**config.mk**
```make
export PLATFORM = sky130hd
export DESIGN_NAME = system_clock_mode_control
export DESIGN_NICKNAME = d
export VERILOG_FILES = /design/src/clock_mode_pkg.sv /design/src/system_clock_mode_control.sv
export VERILOG_INCLUDE_DIRS = /design/src
export SDC_FILE = /design/constraint.sdc
export NUM_CORES = 1
export LEC_CHECK = 0
export BUFFER_PORTS_ARGS = -buffer_cell sky130_fd_sc_hd__buf_2
export CAP_MARGIN = 20
export CELL_PAD_IN_SITES_DETAIL_PLACEMENT = 1
export CELL_PAD_IN_SITES_GLOBAL_PLACEMENT = 2
export CORE_ASPECT_RATIO = 1.1
export CORE_MARGIN = 2
export CORE_UTILIZATION = 32
export DETAILED_ROUTE_END_ITERATION = 10
export PLACE_DENSITY = 0.86
export SLEW_MARGIN = 20
export SYNTH_ARGS = -nofsm -noshare
export SYNTH_HDL_FRONTEND = slang
export SYNTH_SLANG_ARGS = --single-unit
```
**constraint.sdc**
```tcl
create_clock -name clk -period 2.6 [get_ports clk]
set_clock_uncertainty 0.2 [all_clocks]
set_input_delay 0.39 -clock clk [delete_from_list [all_inputs] [get_ports clk]]
set_output_delay 0.39 -clock clk [all_outputs]
set_load 0.03 [all_outputs]
```
**src/clock_mode_defines.svh**
```systemverilog
// Register offsets, field positions, reset values and timing counts of the clock mode block.
`ifndef CLOCK_MODE_DEFINES_SVH
`define CLOCK_MODE_DEFINES_SVH

// Byte addresses of the five control registers (one aligned word each).
`define SCC_OFF 12'h000
`define HRC_OFF 12'h004
`define HXC_OFF 12'h008
`define LXC_OFF 12'h00c
`define PLC_OFF 12'h010

// Reset values of the control registers.
`define SCC_RST 8'h40
`define HRC_RST 8'h01
`define HXC_RST 8'h00
`define LXC_RST 8'h00
`define PLC_RST 8'h01

// Writable bit masks; every other bit ignores writes and reads zero, except bit 1 of the oscillator registers, which reads the ready flag.
`define SCC_WMASK 8'hef
`define HRC_WMASK 8'he1
`define HXC_WMASK 8'h05
`define LXC_WMASK 8'h01
`define PLC_WMASK 8'hbd

// Field positions.
`define SCC_DIV_LSB 5
`define SCC_HFSEL 3
`define SCC_LFSEL 2
`define SCC_HFKEEP 1
`define SCC_LFKEEP 0
`define HRC_TRIM_EN 7
`define HRC_LOCKED 6
`define HRC_FREEZE 5
`define RDY_BIT 1
`define EN_BIT 0
`define HXC_RANGE 2
`define PLC_INSEL 5
`define PLC_SRC_LSB 2

// Code of the low-speed system clock choice.
`define DIV_SUB 3'h7

// Settling times in microseconds and their cycle counts at 20 MHz.
`define CLK_MHZ 20
`define RC_SETTLE_US 16
`define XT_SETTLE_US 128
`define PLL_SETTLE_US 64
`define RC_SETTLE_CYC (`RC_SETTLE_US * `CLK_MHZ)
`define XT_SETTLE_CYC (`XT_SETTLE_US * `CLK_MHZ)
`define PLL_SETTLE_CYC (`PLL_SETTLE_US * `CLK_MHZ)

`endif

```
**src/clock_mode_pkg.sv**
```systemverilog
// Types shared by the clock mode block.
package clock_mode_pkg;
    // Standby state of the core.
    typedef enum logic [2:0] {
        RUN_MODE,
        SLEEP_MODE,
        STANDBY_LF_ONLY,
        STANDBY_HF_ONLY,
        STANDBY_BOTH_OSC
    } power_mode_t;
    // Source sequencer index.
    typedef enum logic [1:0] {
        SRC_RC,
        SRC_HXT,
        SRC_LXT,
        SRC_PLL
    } src_idx_t;
endpackage : clock_mode_pkg

```
**src/system_clock_mode_control.sv**
```systemverilog
// System clock selection, oscillator enables and standby control with an APB slave.
//
// Operation
// - Halt with both keeps: both oscillators run
// - Halt with high keep only: high runs
// - Codes 0-6 divide fH, 7 selects fSUB
// - High source: 0 internal RC, 1 crystal
// - Low source: 0 low RC, 1 crystal
// - High keep bit keeps fast oscillator running in halt
// - Low keep 0 still enables watchdog clock
// - Trim locked flag set, software may clear
// - Freeze holds trimmed RC frequency when locked
// - RC enable clears ready until stable
// - Unimplemented bits read zero, ignore writes
// - Crystal range ignored while crystal enabled
// - Crystal enable clears ready until stable
// - Low crystal enable clears ready until stable
// - PLL input 0 halves 12 MHz, 1 direct
// - Internal RC source forces PLL input zero
// - PLL enable clears ready until stable
// - Halt with no keeps: sleep, watchdog optional
// - Halt with low keep only: low runs
//
// The APB register port and the register offsets were chosen for this implementation.
`timescale 1ns/1ps
`include "clock_mode_defines.svh"

module system_clock_mode_control
    import clock_mode_pkg::*;
(
    // Clock and reset.
    input wire logic clk,
    input wire logic rst,
    // APB slave.
    input wire logic psel,
    input wire logic penable,
    input wire logic pwrite,
    input wire logic [11:0] paddr,
    input wire logic [31:0] pwdata,
    output logic [31:0] prdata,
    output logic pready,
    output logic pslverr,
    // Core and watchdog status.
    input wire logic halt_exec,
    input wire logic wake_event,
    input wire logic wdt_enabled,
    input wire logic rc_trim_in_range,
    // Oscillator and PLL controls.
    output logic int_rc_run,
    output logic hf_crystal_run,
    output logic lf_crystal_run,
    output logic int_lf_rc_run,
    output logic pll_run,
    output logic crystal_range_sel,
    output logic pll_in_freq_sel,
    output logic pll_in_div2,
    output logic [1:0] pll_rate_sel,
    output logic fh_from_pll,
    output logic hf_src_sel,
    output logic lf_src_sel,
    output logic [2:0] sys_clk_div_sel,
    output logic sys_clk_is_sub,
    output logic cpu_clk_run,
    output logic fh_run,
    output logic fsub_run,
    output logic wdt_clk_run,
    output logic rc_trim_active,
    output logic rc_trim_hold,
    output logic [2:0] power_mode
);

    // Register storage.
    logic [7:0] scc_reg;
    logic [7:0] hrc_reg;
    logic [7:0] hxc_reg;
    logic [7:0] lxc_reg;
    logic [7:0] plc_reg;
    // Ready flags, one per source, indexed by src_idx_t.
    logic [3:0] ready_reg;
    // Standby state.
    power_mode_t mode_reg;
    // Bus phase qualifiers: writes in the access phase, reads in the setup phase.
    logic wr_acc;
    logic rd_acc;
    // Source enables gathered for the settle counters.
    logic [3:0] src_en;
    // Settle counter at its limit, one bit per source.
    logic [3:0] settle_done;
    // One-hot register select of the current address.
    // It is decoded once for the read mux and every register write; pslverr uses its own decode.
    // A function result cannot be indexed, so this net carries it.
    logic [4:0] hit;

    // Decode the address into a one-hot register select.
    function automatic logic [4:0] reg_hit(input logic [11:0] addr);
        reg_hit = 5'h00;
        unique case (addr)
            `SCC_OFF: reg_hit = 5'h01;
            `HRC_OFF: reg_hit = 5'h02;
            `HXC_OFF: reg_hit = 5'h04;
            `LXC_OFF: reg_hit = 5'h08;
            `PLC_OFF: reg_hit = 5'h10;
            default: reg_hit = 5'h00;
        endcase
    endfunction : reg_hit

    // Merge a write into a register keeping only implemented bits.
    function automatic logic [7:0] merge(input logic [7:0] old, input logic [7:0] wd,
                                         input logic [7:0] msk);
        merge = (old & ~msk) | (wd & msk);
    endfunction : merge

    // A write takes effect at the access phase edge; the slave answers with no wait.
    assign wr_acc = psel && penable && pwrite;
    assign rd_acc = psel && !penable && !pwrite;

    // Address decode shared by the read mux and all write paths.
    // An unmapped address leaves every bit low, so no register changes.
    assign hit = reg_hit(paddr);

    assign src_en = {plc_reg[`EN_BIT], lxc_reg[`EN_BIT], hxc_reg[`EN_BIT], hrc_reg[`EN_BIT]};

    // APB answer: always ready, error on an unmapped address.
    always_ff @(posedge clk) begin
        if (rst) begin
            pready <= 1'b0;
            pslverr <= 1'b0;
        end else begin
            pready <= psel && !penable;
            pslverr <= psel && !penable && (reg_hit(paddr) == 5'h00);
        end
    end

    // Read data is captured in the setup cycle so it is a flop output at the access edge.
    always_ff @(posedge clk) begin
        if (rst) begin
            prdata <= 32'h00000000;
        end else if (rd_acc) begin
            // The ready flags replace bit 1 of each oscillator register.
            // Unimplemented bits are stored as zero, so they read zero.
            unique case (1'b1)
                hit[0]: prdata <= {24'h000000, scc_reg};
                hit[1]: prdata <= {24'h000000, hrc_reg[7:2], ready_reg[SRC_RC], hrc_reg[0]};
                hit[2]: prdata <= {24'h000000, hxc_reg[7:2], ready_reg[SRC_HXT], hxc_reg[0]};
                hit[3]: prdata <= {24'h000000, lxc_reg[7:2], ready_reg[SRC_LXT], lxc_reg[0]};
                hit[4]: prdata <= {24'h000000, plc_reg[7:2], ready_reg[SRC_PLL], plc_reg[0]};
                // An unmapped read returns zero alongside the error.
                default: prdata <= 32'h00000000;
            endcase
        end
    end

    // System clock control register; only implemented bits are kept.
    always_ff @(posedge clk) begin
        if (rst) begin
            scc_reg <= `SCC_RST;
        end else if (wr_acc && hit[0]) begin
            // Bit 4 is masked out, so it always stays zero.
            scc_reg <= merge(scc_reg, pwdata[7:0], `SCC_WMASK);
        end
    end

    // Internal RC control; the locked flag is set by hardware and cleared by software.
    // A set arriving in the clearing cycle wins so a lock event is never lost.
    always_ff @(posedge clk) begin
        if (rst) begin
            hrc_reg <= `HRC_RST;
        end else begin
            // Software owns the trim enable, the freeze and the enable bit.
            if (wr_acc && hit[1]) begin
                hrc_reg[7] <= pwdata[7];
                hrc_reg[5] <= pwdata[5];
                hrc_reg[0] <= pwdata[0];
                hrc_reg[4:1] <= 4'h0;
            end
            if (hrc_reg[`HRC_TRIM_EN] && ready_reg[SRC_RC] && rc_trim_in_range) begin
                hrc_reg[`HRC_LOCKED] <= 1'b1;
            end else if (wr_acc && hit[1] && !pwdata[`HRC_LOCKED]) begin
                // Writing one to the flag leaves it as it is.
                hrc_reg[`HRC_LOCKED] <= 1'b0;
            end
        end
    end

    // High-speed crystal control; range is frozen while the crystal is enabled.
    always_ff @(posedge clk) begin
        if (rst) begin
            hxc_reg <= `HXC_RST;
        end else if (wr_acc && hit[2]) begin
            hxc_reg[`EN_BIT] <= pwdata[`EN_BIT];
            // The old enable decides, so a write that clears the enable cannot also
            // change the range under a running crystal.
            if (!hxc_reg[`EN_BIT]) begin
                hxc_reg[`HXC_RANGE] <= pwdata[`HXC_RANGE];
            end
        end
    end

    // Low-speed crystal control.
    always_ff @(posedge clk) begin
        if (rst) begin
            lxc_reg <= `LXC_RST;
        end else if (wr_acc && hit[3]) begin
            // Only the enable bit is stored here.
            lxc_reg <= merge(lxc_reg, pwdata[7:0], `LXC_WMASK);
        end
    end

    // PLL control; the input select is forced to zero while the internal RC is chosen.
    always_ff @(posedge clk) begin
        if (rst) begin
            plc_reg <= `PLC_RST;
        end else begin
            // The reserved top bit is plain storage; software must leave it zero.
            if (wr_acc && hit[4]) begin
                plc_reg <= merge(plc_reg, pwdata[7:0], `PLC_WMASK);
            end
            // The force comes last, so it wins over a write in the same cycle.
            if (!scc_reg[`SCC_HFSEL]) begin
                plc_reg[`PLC_INSEL] <= 1'b0;
            end
        end
    end

    // One settle counter per source; the analog parts are modelled by fixed start-up times.
    genvar gi;
    generate
        for (gi = 0; gi < 4; gi++) begin : g_settle
            localparam int unsigned LIMIT = (gi == SRC_PLL) ? `PLL_SETTLE_CYC :
                                            (gi == SRC_RC) ? `RC_SETTLE_CYC : `XT_SETTLE_CYC;
            // Cycles counted since the source was enabled.
            logic [12:0] cnt_reg;
            // Ready flag of this source; each bank owns its own flop.
            logic rdy_reg;
            // Counting restarts whenever the source is off, so re-enabling re-arms the wait.
            always_ff @(posedge clk) begin
                if (rst || !src_en[gi]) begin
                    cnt_reg <= 13'h0000;
                end else if (cnt_reg != 13'(LIMIT)) begin
                    cnt_reg <= cnt_reg + 13'h0001;
                end
            end
            assign settle_done[gi] = src_en[gi] && (cnt_reg == 13'(LIMIT));
            // Ready falls on disable and rises only after the settle time.
            // A re-enable restarts from zero, so the flag reads zero first.
            always_ff @(posedge clk) begin
                if (rst) begin
                    rdy_reg <= 1'b0;
                end else begin
                    rdy_reg <= settle_done[gi];
                end
            end
            // Gather the flags into one vector for the read mux.
            assign ready_reg[gi] = rdy_reg;
        end
    endgenerate

    // Standby state: halt picks the mode from the keep bits, a wake returns to run.
    always_ff @(posedge clk) begin
        if (rst) begin
            mode_reg <= RUN_MODE;
        end else if (mode_reg != RUN_MODE) begin
            if (wake_event) begin
                mode_reg <= RUN_MODE;
            end
        end else if (halt_exec) begin
            // The keep bits are read at the halt, not while halted.
            unique case ({scc_reg[`SCC_HFKEEP], scc_reg[`SCC_LFKEEP]})
                2'b11: mode_reg <= STANDBY_BOTH_OSC;
                2'b10: mode_reg <= STANDBY_HF_ONLY;
                2'b01: mode_reg <= STANDBY_LF_ONLY;
                2'b00: mode_reg <= SLEEP_MODE;
            endcase
        end
    end

    // Clock tree and oscillator outputs, all registered.
    always_ff @(posedge clk) begin
        if (rst) begin
            int_rc_run <= 1'b0;
            hf_crystal_run <= 1'b0;
            lf_crystal_run <= 1'b0;
            int_lf_rc_run <= 1'b0;
            pll_run <= 1'b0;
            crystal_range_sel <= 1'b0;
            pll_in_freq_sel <= 1'b0;
            pll_in_div2 <= 1'b0;
            pll_rate_sel <= 2'h0;
            fh_from_pll <= 1'b0;
            hf_src_sel <= 1'b0;
            lf_src_sel <= 1'b0;
            sys_clk_div_sel <= 3'h0;
            sys_clk_is_sub <= 1'b0;
            cpu_clk_run <= 1'b0;
            fh_run <= 1'b0;
            fsub_run <= 1'b0;
            wdt_clk_run <= 1'b0;
            rc_trim_active <= 1'b0;
            rc_trim_hold <= 1'b0;
            power_mode <= 3'h0;
        end else begin
            // The fast oscillator stops in standby unless its keep bit is set.
            fh_run <= (mode_reg == RUN_MODE) || (mode_reg == STANDBY_BOTH_OSC) ||
                      (mode_reg == STANDBY_HF_ONLY);
            fsub_run <= (mode_reg == RUN_MODE) || (mode_reg == STANDBY_BOTH_OSC) ||
                        (mode_reg == STANDBY_LF_ONLY);
            // Watchdog clock survives a cleared low keep bit when the watchdog is on.
            wdt_clk_run <= fsub_run_next() || wdt_enabled;
            // The core clock only runs outside standby.
            cpu_clk_run <= (mode_reg == RUN_MODE);
            // Fast sources follow their enables and the fast keep decision.
            int_rc_run <= hrc_reg[`EN_BIT] && fh_keep_next();
            hf_crystal_run <= hxc_reg[`EN_BIT] && fh_keep_next();
            pll_run <= plc_reg[`EN_BIT] && fh_keep_next();
            // The slow crystal is left to its enable, as slow clocks cost little.
            lf_crystal_run <= lxc_reg[`EN_BIT];
            int_lf_rc_run <= !scc_reg[`SCC_LFSEL] || wdt_enabled;
            // Static selections are passed on one cycle after the write.
            crystal_range_sel <= hxc_reg[`HXC_RANGE];
            hf_src_sel <= scc_reg[`SCC_HFSEL];
            lf_src_sel <= scc_reg[`SCC_LFSEL];
            sys_clk_div_sel <= scc_reg[7:5];
            sys_clk_is_sub <= (scc_reg[7:5] == `DIV_SUB);
            pll_in_freq_sel <= plc_reg[`PLC_INSEL];
            pll_in_div2 <= !plc_reg[`PLC_INSEL];
            fh_from_pll <= plc_reg[4];
            pll_rate_sel <= plc_reg[3:2];
            // A frozen trim stops the loop from pulling the RC any further.
            rc_trim_active <= hrc_reg[`HRC_TRIM_EN] && !rc_trim_hold_next();
            rc_trim_hold <= rc_trim_hold_next();
            power_mode <= mode_reg;
        end
    end

    // Next-state helpers; all but fsub_run_next are shared by several outputs.
    // Fast sources may run now or in a standby that keeps them.
    function automatic logic fh_keep_next();
        fh_keep_next = (mode_reg == RUN_MODE) || (mode_reg == STANDBY_BOTH_OSC) ||
                       (mode_reg == STANDBY_HF_ONLY);
    endfunction : fh_keep_next

    // The slow clock runs now or in a standby that keeps it.
    function automatic logic fsub_run_next();
        fsub_run_next = (mode_reg == RUN_MODE) || (mode_reg == STANDBY_BOTH_OSC) ||
                        (mode_reg == STANDBY_LF_ONLY);
    endfunction : fsub_run_next

    // Freezing only takes hold once the trim has locked.
    function automatic logic rc_trim_hold_next();
        rc_trim_hold_next = hrc_reg[`HRC_FREEZE] && hrc_reg[`HRC_LOCKED];
    endfunction : rc_trim_hold_next

endmodule : system_clock_mode_control

```
==> results of run 1 <==
## logic make-up after synthesis
kind of cell | share of synthesized area, %
xor+xnor | 6.29
fa+ha+maj | 2.75
simple gates | 26.9
compound gates | 7.71
mux | 3.77
buf+inv | 6.54
flops | 45.9
other cells | 0.0748
## metal layers
metal	GRT usage (%)	vias to the layer above	part of all wire (%)	wire length, um
li1	-	2018	-	-
met1	17.5	2035	41	5170
met2	29.2	98	53	6660
met3	4.25	27	4.2	528
met4	6.94	0	2.2	279
met5	0	-	0	0
## per-stage QoR
stage | instance area (um2) | worst slack, ns | hold slack, ns
2_1_floorplan | 5100 | 0.577 | 0.218
3_3_place_gp | 5440 | 0.402 | 0.240
3_5_place_dp | 5440 | 0.378 | 0.246
4_1_cts | 6080 | 0.775 | 0.00848
5_1_grt | 6080 | 0.626 | 0.0368
6_report | 6080 | 0.784 | 0.0308
## worst max-delay path, stage by stage, from the launching register on
cell and delay, ns:
dfxtp_1 0.40, ha_1 0.21, nand3_1 0.22, nor4_1 0.38, xor2_1 0.11, and3_1 0.19
## power by group
part / switching (mW) / internal [mW]
registers: 0.0140 / 1.79
logic: 0.160 / 0.0627
clock network: 0.804 / 1.70
total: 0.979 / 3.55
## cell type report
| class | count | share of cell area (%) |
|---|---|---|
| inverter | 19 | 1.17 |
| clock inverter | 9 | 2.47 |
| sequential | 115 | 37.9 |
| clock buffer | 23 | 8.03 |
| tap | 196 | 4.04 |
| timing repair buffer | 68 | 5.77 |
| multi-input combinational | 402 | 40.6 |
## cell usage in the layout (no fill, tap or decap), drive strengths merged, types with 4 or more instances in the layout
cell,count
mux2i,14
a21oi,27
inv,19
nor2,61
ha,11
xnor2,13
nor4b,4
xor2,23
and3,6
buf,68
nor4bb,4
o21ai,28
clkbuf,23
or3,8
nor3,12
nand2b,15
nand4,22
nand3b,10
mux2,4
bufinv,4
nor3b,5
nor2b,13
a32oi,5
nand2,30
and4,4
nand3,25
nor4,10
dfxtp,115
and2,7
conb,24
## final timing paths
kind                                             start                       to  slack [ns]  cells past startpoint
worst max register to register  g_settle[3].cnt_reg[0]  g_settle[3].cnt_reg[12]        0.78                      5
worst max-delay path            g_settle[3].cnt_reg[0]  g_settle[3].cnt_reg[12]        0.78                      5
worst min register to register               prdata[5]                prdata[5]        0.26                      2
worst min-delay path                           penable                   pready        0.03                      2
==> metrics.cfg, run 1 <==
[run_status]
status = finished, final reports clean

[final_layout]
largest_register_ffs = 52
ff_latch_area_mm2 = 0.00230
n_antenna_cell = 0
nNetsFinal = 687
area_growth_pct = 21.2
n_fill_cell = 1792
instances_no_fill = 832
drive_gt1_share_pct = 17.5
fin_util_pct = 40.0
multi_input_area_mm2 = 0.00247

[global_route]
gr-total-overflow = 0
grt_max_degree = 29
grt_pass1_vias = 4363
antenna_found_initial = 0
grt_pass1_wl_um = 21200
track_usage_pct = 16.2

[cts]
clockBufferDepth = 2
cts.sinks = 115
htree_levels = 4
cts_made_buffers = 17
clkTransAtPathRegs_ns = 0.05
cts.repair.resized = 0
postCtsHoldBufs = 0
cts_tree = done
root_buffer = clkbuf_16
clock_latency_ns = 0.42
cts_setup_buffers = 0

[critical_path]
crit_fanout = 6
crit_required_ns = 2.71
critPathLaunchType = flip-flop
crit_path_end_kind = flip-flop
path_class = reg2reg
cp.arrival_ns = 1.92

[placed_design]
portBuffers = 64
place_inst = 800
dp_hpwl_um = 9020
place.gp.congestion = 0.806

[synthesis]
yosysWarnings = 0
synthesis.area_mm2 = 0.00501
ys_seq_area_share_pct = 45.9
synth_cell_type_count = 50
synth-edff-count = 0
ys.flop_type = dfxtp_1
syn_avg_cell_area_um2 = 9.03
synthArstFlopShare_pct = 0
synth_top_area_share_pct = 45.9
yosysTopAreaCell = dfxtp_1
synth-seq-cells = 115
synth_area_leaders = dfxtp_1, nor2_1, xor2_1
yosysMostFrequentCell = dfxtp_1
syn_inst = 555
synth_common_cells = dfxtp_1, nor2_1, nand2_1

[timing]
hold_violations = 0
drv_slew = 0
setup_viol = 0
fin_crit_sh_pct = 69.9
worst_pin_slew_ns = 0.575
period_needed_ns = 1.82
rsz0062_at_grt = false
slew_headroom_pct = 61.7
fmax_mhz = 551
setup_tns_ns = 0

[floorplanning]
start_util_pct = 33.0
die_w_um = 123
rows = 47
coreArea_mm2 = 0.0152
pin_count = 113
die_h_um = 135
dieArea_mm2 = 0.0167

[hold_path]
hold_class = in2reg

[power_and_ir_drop]
design_power_total_mw = 4.53
vdd_drop_max_v = 0.000464
p_leak_nw = 2.41
p_per_area_mw_per_mm2 = 745

[routing]
drt-pass1-iter-count = 4
via_count = 4178
ant_nets = 0
drcViolationCount = 0
viasPerCell = 5.02
drt_iter0_markers = 265
wl_per_cell_um = 15.2
wl_um = 12600

[flow_run]
cap_violations = 0

Power figures use the tool's default switching activity.
==> inputs of run 2 (changes only) <==
- clock period: 2.6 -> 1.8 ns (I/O delays scaled with it)
==> metrics.cfg, run 2 (synthesis results as in run 1) <==
[routing]
wl_per_cell_um = 16.5  ; +8.4%
drcViolationCount = 0  ; unchanged
drt-pass1-iter-count = 4  ; unchanged
wl_um = 14400  ; +14%
ant_nets = 0  ; unchanged
drt_iter0_markers = 221  ; -17%
via_count = 4383  ; +4.9%
viasPerCell = 5.00  ; -0.48%

[floorplanning]
pin_count = 113  ; unchanged
rows = 47  ; unchanged
die_h_um = 135  ; unchanged
start_util_pct = 33.0  ; unchanged
coreArea_mm2 = 0.0152  ; unchanged
dieArea_mm2 = 0.0167  ; unchanged
die_w_um = 123  ; unchanged

[final_layout]
final_common_cell = dfxtp_1
fin_area_mm2 = 0.00658  ; +8.4%
area_growth_pct = 31.4
layout_common_cells = dfxtp_1, buf_2, nor2_1, buf_4, nand2_1
largest_register_ffs = 52  ; unchanged
multi_input_area_mm2 = 0.00253  ; +2.3%
ff_latch_area_mm2 = 0.00230  ; +0.11%
nNetsFinal = 733  ; +6.7%
n_antenna_cell = 0  ; unchanged
drive_gt1_share_pct = 22.6  ; +5.2 points
n_fill_cell = 1758  ; -1.9%
instances_no_fill = 877  ; +5.4%

[critical_path]
cp_top_family = simple AND/OR/NAND/NOR gates
critPathLaunchType = flip-flop
crit_slowest_cell = dfxtp_2
reg2regPathDepth = 7  ; +2
crit_fanout = 5  ; -1
cp.depth = 7  ; +2
worstPathCellList = inv_1, ha_1, nor4b_2, nand3_1, buf_4, mux2i_1, nor2_1
path_buf_inv = 2  ; +2
path_class = reg2reg
cp.arrival_ns = 1.85  ; -0.07 ns
crit_path_end_kind = flip-flop
crit_required_ns = 1.92  ; -0.79 ns
critPathMaxStageDelay_ns = 0.35  ; -0.05 ns

[placed_design]
portBuffers = 64  ; unchanged
pre_cts_ws_ns = -0.194  ; -0.572 ns
place_inst = 830  ; +3.8%
dp_hpwl_um = 9920  ; +10%
place.gp.congestion = 0.821  ; +1.8%
dpl_cell_area_mm2 = 0.00568  ; +4.4%

[run_status]
status = finished, final reports clean

[cts]
root_buffer = clkbuf_16
clock_latency_ns = 0.42  ; about the same
clkTransAtPathRegs_ns = 0.05  ; about the same
htree_levels = 4  ; unchanged
cts_tree = done
clockBufferDepth = 2  ; unchanged
cts_made_buffers = 17  ; unchanged
cts.sinks = 115  ; unchanged

[global_route]
grt_pass1_wl_um = 23000  ; +8.7%
gr-total-overflow = 0  ; unchanged
grt_pass1_vias = 4694  ; +7.6%
track_usage_pct = 18.0  ; +1.8 points
grt_max_degree = 17  ; -41%
antenna_found_initial = 0  ; unchanged

[hold_path]
hold_class = in2reg
min_delay_path_depth = 3  ; +1

[timing]
fin_crit_sh_pct = 96.5  ; +27 points
drv_slew = 0  ; unchanged
setup_viol = 0  ; unchanged
period_needed_ns = 1.74  ; -0.0800 ns
fmax_mhz = 576  ; +4.6%
fin_ws_ns = 0.0635  ; -0.720 ns
hold_violations = 0  ; unchanged

[flow_run]
cap_violations = 0  ; unchanged

[power_and_ir_drop]
design_power_total_mw = 6.94  ; +53%
vdd_drop_max_v = 0.000767  ; +65%
p_leak_nw = 2.65  ; +10%
p_per_area_mw_per_mm2 = 1050  ; +42%

==> run 2: worst reg2reg max path: stages, from the launching register on <==
cell and delay [ns]:
dfxtp_2 0.35, inv_1 0.07, ha_1 0.19, nor4b_2 0.28, nand3_1 0.13, buf_4 0.19, mux2i_1 0.18, nor2_1 0.05
==> run 2: where the power goes <==
part | switching [mW] | total (mW) | internal (mW)
combinational | 0.253 | 0.395 | 0.142
clock | 1.18 | 3.95 | 2.77
sequential | 0.0217 | 2.60 | 2.58
==> run 2: final cells by class <==
type                    instances  area share, %
multi-input cells             402           38.4
flip-flops and latches        115           35.0
repair buffers                114           11.3
clock buffers                  23           7.56
well taps                     196           3.72
clock inverters                 8           2.96
inverters                      19           1.08
==> run 2: repair_timing <==
action | CTS | global route
pin swaps | 0 | 3
endpoints found under the setup margin | 3 | 13
hold buffers | 14 | 0
resized for setup | 2 | 10
hold endpoints to repair | 18 | 0
setup buffers | 0 | 2
==> run 2: path summary, 6_finish.rpt <==
kind,slack (ns),endpoint,startpoint
worst max-delay path,0.06,g_settle[3].cnt_reg[1],g_settle[3].cnt_reg[0]
worst min-delay path,0.03,hxc_reg[2],pwdata[2]
worst max register to register,0.06,g_settle[3].cnt_reg[1],g_settle[3].cnt_reg[0]
worst min register to register,0.25,prdata[4],prdata[4]
==> run 2: per-layer routing <==
layer  part of all wire, %  vias to the layer above  wire (um)  track usage, %
li1                      -                     2113          -               -
met1                    41                     2132       5900            19.5
met2                    52                      105       7500            31.5
met3                   4.0                       33        581            4.84
met4                   3.2                        0        461            9.41
met5                     0                        -          0               0
==> run 2: stage by stage <==
stage / hold WS (ns) / TNS (ns) / util (%)
2_1_floorplan: 0.154 / 0 / -
3_3_place_gp: 0.240 / -2.09 / 37.4
3_5_place_dp: 0.242 / -2.99 / 37.4
4_1_cts: 0.0306 / 0 / 43.0
5_1_grt: 0.0543 / -0.0264 / 43.4
6_report: 0.0348 / 0 / 43.4
